[src/common/wdrs_pkg.sv]
/*
  Package for the wake-up, watchdog and reset supervisor: timing constants,
  reset values, state enumeration and the input flag bundle.
  Assumes a 125 MHz system clock; durations other than the watchdog qualification times derive from the timing resistor.
*/
package wdrs_pkg;

  localparam int unsigned CLK_HZ = 125_000_000;
  localparam int unsigned CLK_PERIOD_NS = 8;

  // Timing resistor in ohms; coefficients in nanoseconds per ohm, times 100
  localparam longint unsigned TIMING_RESISTOR_OHM = 60_000;
  localparam longint unsigned WAKE_NS_PER_OHM_X100 = 39_500;
  localparam longint unsigned RST_DLY_NS_PER_OHM_X100 = 5_200;
  localparam longint unsigned RST_TO_WAKE_NS_PER_OHM_X100 = 19_600;

  localparam longint unsigned WAKE_PERIOD_NS =
    WAKE_NS_PER_OHM_X100 * TIMING_RESISTOR_OHM / 100;
  localparam longint unsigned RST_DELAY_NS =
    RST_DLY_NS_PER_OHM_X100 * TIMING_RESISTOR_OHM / 100;
  localparam longint unsigned RST_TO_WAKE_NS =
    RST_TO_WAKE_NS_PER_OHM_X100 * TIMING_RESISTOR_OHM / 100;

  // Wake-up period, reset delay and rise delay, in ticks of the timebase
  localparam int unsigned WAKE_PERIOD_CYC =
    int'(WAKE_PERIOD_NS / CLK_PERIOD_NS);
  localparam int unsigned RST_DELAY_CYC =
    int'((RST_DELAY_NS + CLK_PERIOD_NS - 1) / CLK_PERIOD_NS);
  localparam int unsigned RST_TO_WAKE_CYC =
    int'(RST_TO_WAKE_NS / CLK_PERIOD_NS);

  // Watchdog qualification times
  localparam int unsigned BLANK_NS = 5_000;
  localparam int unsigned MIN_PULSE_NS = 1_000;
  localparam int unsigned BLANK_CYC =
    (BLANK_NS + CLK_PERIOD_NS - 1) / CLK_PERIOD_NS;
  localparam int unsigned MIN_PULSE_CYC =
    (MIN_PULSE_NS + CLK_PERIOD_NS - 1) / CLK_PERIOD_NS;

  localparam logic RESET_N_RST = 1'b0;
  localparam logic WAKE_RST = 1'b0;

  typedef enum logic [1:0] {
    WDRS_OFF,
    WDRS_HOLD,
    WDRS_DELAY,
    WDRS_RUN
  } wdrs_state_e;

  typedef struct packed {
    logic enable;
    logic regulated_output_voltage_in_reg;
    logic regulated_output_voltage_uv;
    logic vin_low;
  } wdrs_supply_s;

endpackage : wdrs_pkg

[src/verilog/wdrs_supervisor.sv]
/*
  Wake-up, watchdog and reset supervisor of a low-dropout regulator.
  Assumes synchronous supply flags from the analog comparators and a
  synchronous watchdog service input from the sleeping controller.
*/
`timescale 1ns/10ps
`default_nettype none
module wdrs_supervisor #(
  parameter int unsigned WAKE_PERIOD_CYC = wdrs_pkg::WAKE_PERIOD_CYC,
  parameter int unsigned RST_DELAY_CYC = wdrs_pkg::RST_DELAY_CYC,
  parameter int unsigned RST_TO_WAKE_CYC = wdrs_pkg::RST_TO_WAKE_CYC,
  parameter int unsigned BLANK_CYC = wdrs_pkg::BLANK_CYC,
  parameter int unsigned MIN_PULSE_CYC = wdrs_pkg::MIN_PULSE_CYC
) (
  input wire logic sys_clk_i,
  input wire logic rst_i,
  input wire wdrs_pkg::wdrs_supply_s supply_i,
  input wire logic watchdog_service_input_i,
  output logic reset_n_o,
  output logic wake_o
);

  localparam int CW = 32;
  localparam logic [CW-1:0] HALF = CW'(WAKE_PERIOD_CYC / 2);
  localparam logic [CW-1:0] PERIOD = CW'(WAKE_PERIOD_CYC);
  localparam logic [CW-1:0] DLY = CW'(RST_DELAY_CYC);
  localparam logic [CW-1:0] FIRST = CW'(RST_TO_WAKE_CYC);
  localparam logic [CW-1:0] BLANK = CW'(BLANK_CYC);

  wdrs_pkg::wdrs_state_e state_ff;
  logic [CW-1:0] dly_cnt_ff;
  logic [CW-1:0] ph_cnt_ff;
  logic first_ff;
  logic served_ff;
  logic wake_ff;
  logic reset_n_ff;
  logic wdi_fall;
  logic hard_cause;
  logic period_end;
  logic missed;
  logic accept;
  logic [CW-1:0] hi_cnt_ff;

  wdrs_wdi_qual #(
    .MIN_CYC(MIN_PULSE_CYC)
  ) u_qual (
    .sys_clk_i(sys_clk_i),
    .rst_i(rst_i),
    .watchdog_service_input_i(watchdog_service_input_i),
    .fall_o(wdi_fall)
  );

  // Low supply wins over every other cause except enable low (shutdown)
  assign hard_cause = supply_i.vin_low || supply_i.regulated_output_voltage_uv ||
                      !supply_i.regulated_output_voltage_in_reg;

  // The first segment after release is the rise delay, then full periods
  assign period_end = (state_ff == wdrs_pkg::WDRS_RUN) &&
                      (first_ff ? (ph_cnt_ff == FIRST - CW'(1))
                                : (ph_cnt_ff == PERIOD - CW'(1)));
  assign missed = period_end && !first_ff && !served_ff && !accept;
  assign accept = (state_ff == wdrs_pkg::WDRS_RUN) && !first_ff &&
                  wdi_fall && !served_ff &&
                  (ph_cnt_ff >= BLANK);

  always_ff @(posedge sys_clk_i)
  begin
    if (rst_i)
    begin
      state_ff <= wdrs_pkg::WDRS_OFF;
      dly_cnt_ff <= '0;
    end
    else if (!supply_i.enable)
      state_ff <= wdrs_pkg::WDRS_OFF;
    else if (hard_cause)
      state_ff <= wdrs_pkg::WDRS_HOLD;
    else
    begin
      unique case (state_ff)
        wdrs_pkg::WDRS_OFF,
        wdrs_pkg::WDRS_HOLD:
        begin
          state_ff <= wdrs_pkg::WDRS_DELAY;
          dly_cnt_ff <= '0;
        end
        wdrs_pkg::WDRS_DELAY:
        begin
          if (dly_cnt_ff >= DLY - CW'(1))
            state_ff <= wdrs_pkg::WDRS_RUN;
          else
            dly_cnt_ff <= dly_cnt_ff + CW'(1);
        end
        wdrs_pkg::WDRS_RUN:
        begin
          if (missed)
          begin
            state_ff <= wdrs_pkg::WDRS_DELAY;
            dly_cnt_ff <= '0;
          end
        end
      endcase
    end
  end

  // Phase counter restarts on every reset release
  always_ff @(posedge sys_clk_i)
  begin
    if (rst_i || state_ff != wdrs_pkg::WDRS_RUN)
    begin
      ph_cnt_ff <= '0;
      first_ff <= 1'b1;
      served_ff <= 1'b0;
    end
    else if (period_end)
    begin
      ph_cnt_ff <= '0;
      first_ff <= 1'b0;
      served_ff <= 1'b0;
    end
    else
    begin
      ph_cnt_ff <= ph_cnt_ff + CW'(1);
      if (accept)
        served_ff <= 1'b1;
    end
  end

  always_ff @(posedge sys_clk_i)
  begin
    if (rst_i)
    begin
      wake_ff <= wdrs_pkg::WAKE_RST;
      reset_n_ff <= wdrs_pkg::RESET_N_RST;
    end
    else
    begin
      reset_n_ff <= (state_ff == wdrs_pkg::WDRS_RUN) && !missed &&
                    !hard_cause && supply_i.enable;
      // Wake is high in the first half of each period after the rise delay, until a service is accepted;
      // the phase is read before it advances, so both halves are HALF long
      wake_ff <= (state_ff == wdrs_pkg::WDRS_RUN) && !hard_cause &&
                 supply_i.enable && !first_ff && !accept && !served_ff &&
                 (ph_cnt_ff < HALF);
    end
  end

  assign reset_n_o = reset_n_ff;
  assign wake_o = wake_ff;

  // Run length of wake high, kept only for the duty check below
  always_ff @(posedge sys_clk_i)
  begin
    if (rst_i || !wake_o)
      hi_cnt_ff <= '0;
    else
      hi_cnt_ff <= hi_cnt_ff + CW'(1);
  end
endmodule : wdrs_supervisor
`default_nettype wire

[src/verilog/wdrs_wdi_qual.sv]
/*
  Watchdog service input qualifier: filters narrow pulses and emits one
  pulse per accepted falling edge. Assumes the input is synchronous.
*/
`timescale 1ns/10ps
`default_nettype none
module wdrs_wdi_qual #(
  parameter int unsigned MIN_CYC = wdrs_pkg::MIN_PULSE_CYC
) (
  input wire logic sys_clk_i,
  input wire logic rst_i,
  input wire logic watchdog_service_input_i,
  output logic fall_o
);

  localparam int W = $clog2(MIN_CYC + 1) + 1;

  logic [W-1:0] high_cnt_ff;
  logic level_ff;

  // A low after a high run shorter than the minimum is a glitch
  always_ff @(posedge sys_clk_i)
  begin
    if (rst_i)
    begin
      high_cnt_ff <= '0;
      level_ff <= 1'b0;
    end
    else
    begin
      level_ff <= watchdog_service_input_i;
      if (!watchdog_service_input_i)
        high_cnt_ff <= '0;
      else if (high_cnt_ff < W'(MIN_CYC))
        high_cnt_ff <= high_cnt_ff + W'(1);
    end
  end

  assign fall_o = level_ff && !watchdog_service_input_i &&
                  (high_cnt_ff >= W'(MIN_CYC));

endmodule : wdrs_wdi_qual
`default_nettype wire

[config.mk]
export PLATFORM = sky130hd
export DESIGN_NAME = wdrs_supervisor
export DESIGN_NICKNAME = d
export VERILOG_FILES = /design/src/common/wdrs_pkg.sv /design/src/verilog/wdrs_supervisor.sv /design/src/verilog/wdrs_wdi_qual.sv
export SDC_FILE = /design/constraint.sdc
export NUM_CORES = 1
export LEC_CHECK = 0
export ABC_AREA = 0
export BUFFER_PORTS_ARGS = -buffer_cell sky130_fd_sc_hd__buf_4
export CORE_MARGIN = 2
export CORE_UTILIZATION = 55
export DETAILED_ROUTE_END_ITERATION = 7
export PLACE_DENSITY = 0.84
export SYNTH_ARGS = -nofsm -noshare
export SYNTH_HDL_FRONTEND = slang
export SYNTH_HIERARCHICAL = 1
export SYNTH_SLANG_ARGS = --single-unit
export TNS_END_PERCENT = 5
[constraint.sdc]
create_clock -name sys_clk_i -period 2.2 [get_ports sys_clk_i]
set_input_delay 0.55 -clock sys_clk_i [delete_from_list [all_inputs] [get_ports sys_clk_i]]
set_output_delay 0.55 -clock sys_clk_i [all_outputs]
set_load 0.005 [all_outputs]
==> metrics.txt <==
status finished with violations; failing checks setup timing; post-DP HPWL 8110 um; Synth top area share 35.9%; Final Cycle Share 108%; post-synth top area cell dfxtp_1; minimum hold slack 0.402 ns; DIE HEIGHT 93.5 um; final cell count without fillers 692; Post-Place Setup Slack -0.140 ns; CTS Buffer Depth 2; Layout area overhead 23.1%; placed cell area 0.00497 mm2; Critical Path End Type flip-flop; r2r endpoint dly_cnt_ff[25]; vias in the first global route 4131; Syn Area/Cell 8.46 um2; Final Setup Violations 20; Pre-antenna DRT Iters 6; CP required 2.45 ns; vias per inst 6.33; post-route ant nets 0; Seq/Total Area, Yosys 35.9%; final net count 600; routed wire length per instance 17.8 um; Die W 93.5 um; Fillers 547; top-count cell post-synth dfxtp_1; max-cap violation count 0; hold path start supply_i[2]; slowest stage cell, crit path nor4_1; Num CTS Buffers 9; Warnings, synthesis 6; core area 0.00773 mm2; P_leak 1.87 nW; R2R depth 8; Residual DRC 0; Overall Global Routing Usage 27.0%; diodes inserted 0; Max stage delay on crit path 0.49 ns; PwrDens 503 mW/mm2; clock skew 0.0139 ns; CP cell instances nor4_1 -> nand3_2 -> a211oi_4 -> o2111ai_4 -> buf_6 -> a221oi_4 -> buf_6 -> a21oi_1; Initial Utilization 57.0%; routability cong. 0.919; Hold Vio Cnt, Final 0; Reg2Reg Setup Slack -0.17 ns; CP most frequent cell buf_6; layout cells sized above 1 26.8%; Worst Setup SP ph_cnt_ff[19]; syn nets 535; design area 0.00543 mm2; root buffer cell clkbuf_8; Worst EP arrival 2.62 ns; hold-critical path depth 2; Top Ports 9; quantity of I/O buffers inserted on ports 8; Distinct cells, synth 83; setup ws final -0.169 ns; Mapped Area 0.00441 mm2; type of the tightest min-delay check input port to flip-flop; Critical Path Fanout Max 5; critical path class flip-flop to flip-flop; first-pass GRT wire length 19000 um; Synth Register Bits 79; routed vias 4377; number of DRC markers in iteration 0 448; Max Clock Freq 0.422 GHz; Post-synth EDFFs 0; hold endpoint state_ff[0]; H-tree levels 3; Die ar. 0.00875 mm2; ys async rst share 0%; Overall Power 0.00273 W; Worst setup SP type flip-flop; initial antenna violation count 0; grt total ovfl 0; clk_lat worst skew 0.37 ns; CTS tree yes; Clock Pin Slew Worst Setup and Hold Paths 0.08 ns; worst ir drop on vdd 0.377 mV; Commonest cells post-synth dfxtp_1, nor2_1, nand2_1, nand3_1, inv_1; Worst Max-Slew Pin Slew 0.530 ns; DP Cell Count 673; Routed WL 12300 um; max_slew headroom 64.4%; reg2reg start ph_cnt_ff[19]; clk sinks 79; RSZ-0062 raised after global routing true; Main synth FF type dfxtp_1; Syn Inst Count 521; Synth area leaders dfxtp_1, nor2_1, nand2_1; Slew Limit Fails 0; number of cell rows 32; min cycle time layout 2.37 ns; largest net degree at the start of global routing 22
cells in the final DEF (no fill, tap or decap), types with 4 or more instances in the layout:
cell,Yosys,routed
dfxtp_1,79,73
nand3_1,31,30
o21ai_0,12,11
and4_1,5,4
o211ai_1,6,6
a311oi_1,10,5
xor2_1,20,20
dfxtp_2,0,6
nand2_1,49,48
a21oi_1,24,23
buf_4,3,76
o21a_1,5,5
nor4_4,2,4
a311oi_2,0,5
and3_1,9,9
clkbuf_8,0,10
ha_1,7,5
nor3_1,9,7
xnor2_1,10,10
nor4_1,12,10
nor2_1,68,68
nand4_1,16,16
inv_1,25,24
a211oi_1,6,6
per-layer routing:
| metal | vias up | global-route usage [%] | share of wire [%] | routed length, um |
|---|---|---|---|---|
| met5 | - | 0 | 0 | 0 |
| met4 | 0 | 12.5 | 3.0 | 373 |
| met3 | 46 | 3.71 | 6.5 | 802 |
| met2 | 206 | 45.6 | 49 | 6070 |
| met1 | 2097 | 34.1 | 41 | 5060 |
| li1 | 2028 | - | - | - |
per-stage QoR:
step / TNS (ns) / utilization (%)
floorplan: 0 / -
global placement: -0.0940 / 64.3
detailed placement: -0.828 / 64.3
CTS: 0 / 67.7
global route: -3.96 / 70.2
finish: -1.97 / 70.2
worst max-delay path: cells and delay by family (launching register included):
kind,cells,cell delay (ns)
AND/OR/NAND/NOR,2,0.69
buffers and inverters,2,0.34
flip-flops,1,0.34
AO/OA/AOI/OAI,4,0.88
where the power goes:
part	internal (W)	switching, W
logic	0.0000450	0.0000629
registers	0.00143	0.00000243
clock network	0.000665	0.000522
total	0.00214	0.000587
worst max path at each step:
stage | slack (ns) | depth (start not counted) | end
floorplan | 0.04 | 7 | dly_cnt_ff[16]
global placement | -0.04 | 9 | dly_cnt_ff[10]
detailed placement | -0.14 | 9 | dly_cnt_ff[10]
CTS | 0.002 | 9 | dly_cnt_ff[28]
global route | -0.23 | 8 | dly_cnt_ff[23]
finish | -0.17 | 8 | dly_cnt_ff[25]
registers in the layout, summed over array words and instances, names as in the netlist:
name,cells
served_ff,1
state_ff,2
dly_cnt_ff,32
reset_n_o,1
u_qual/level_ff,1
ph_cnt_ff,32
first_ff,1
wake_o,1
u_qual/high_cnt_ff,8
timing repair:
action                     in CTS  in global routing
buffers inserted                2                  1
resized for setup               8                 39
gates cloned                    0                  1
setup endpoints to repair      25                 65
hold buffers                    0                  0
pin swaps                       3                 12
kinds of logic after synthesis:
logic type,after synthesis,share of synthesized area (%)
adder cells (fa/ha/maj),7,1.99
flip-flops,79,35.9
XOR/XNOR,30,5.96
AO/OA/AOI/OAI,106,19.6
multiplexers,2,0.454
buffers and inverters,52,5.62
AND/OR/NAND/NOR,245,30.5
area by class of cell:
type | instances | area, um2 | area share, %
multi-input combinational | 390 | 2780 | 51.2
clock buffer | 12 | 145 | 2.67
tap | 102 | 128 | 2.35
timing repair buffer | 80 | 624 | 11.5
inverter | 26 | 97.6 | 1.80
sequential | 79 | 1590 | 29.3
clock inverter | 3 | 67.6 | 1.24
(Power assumes the default switching activity.)
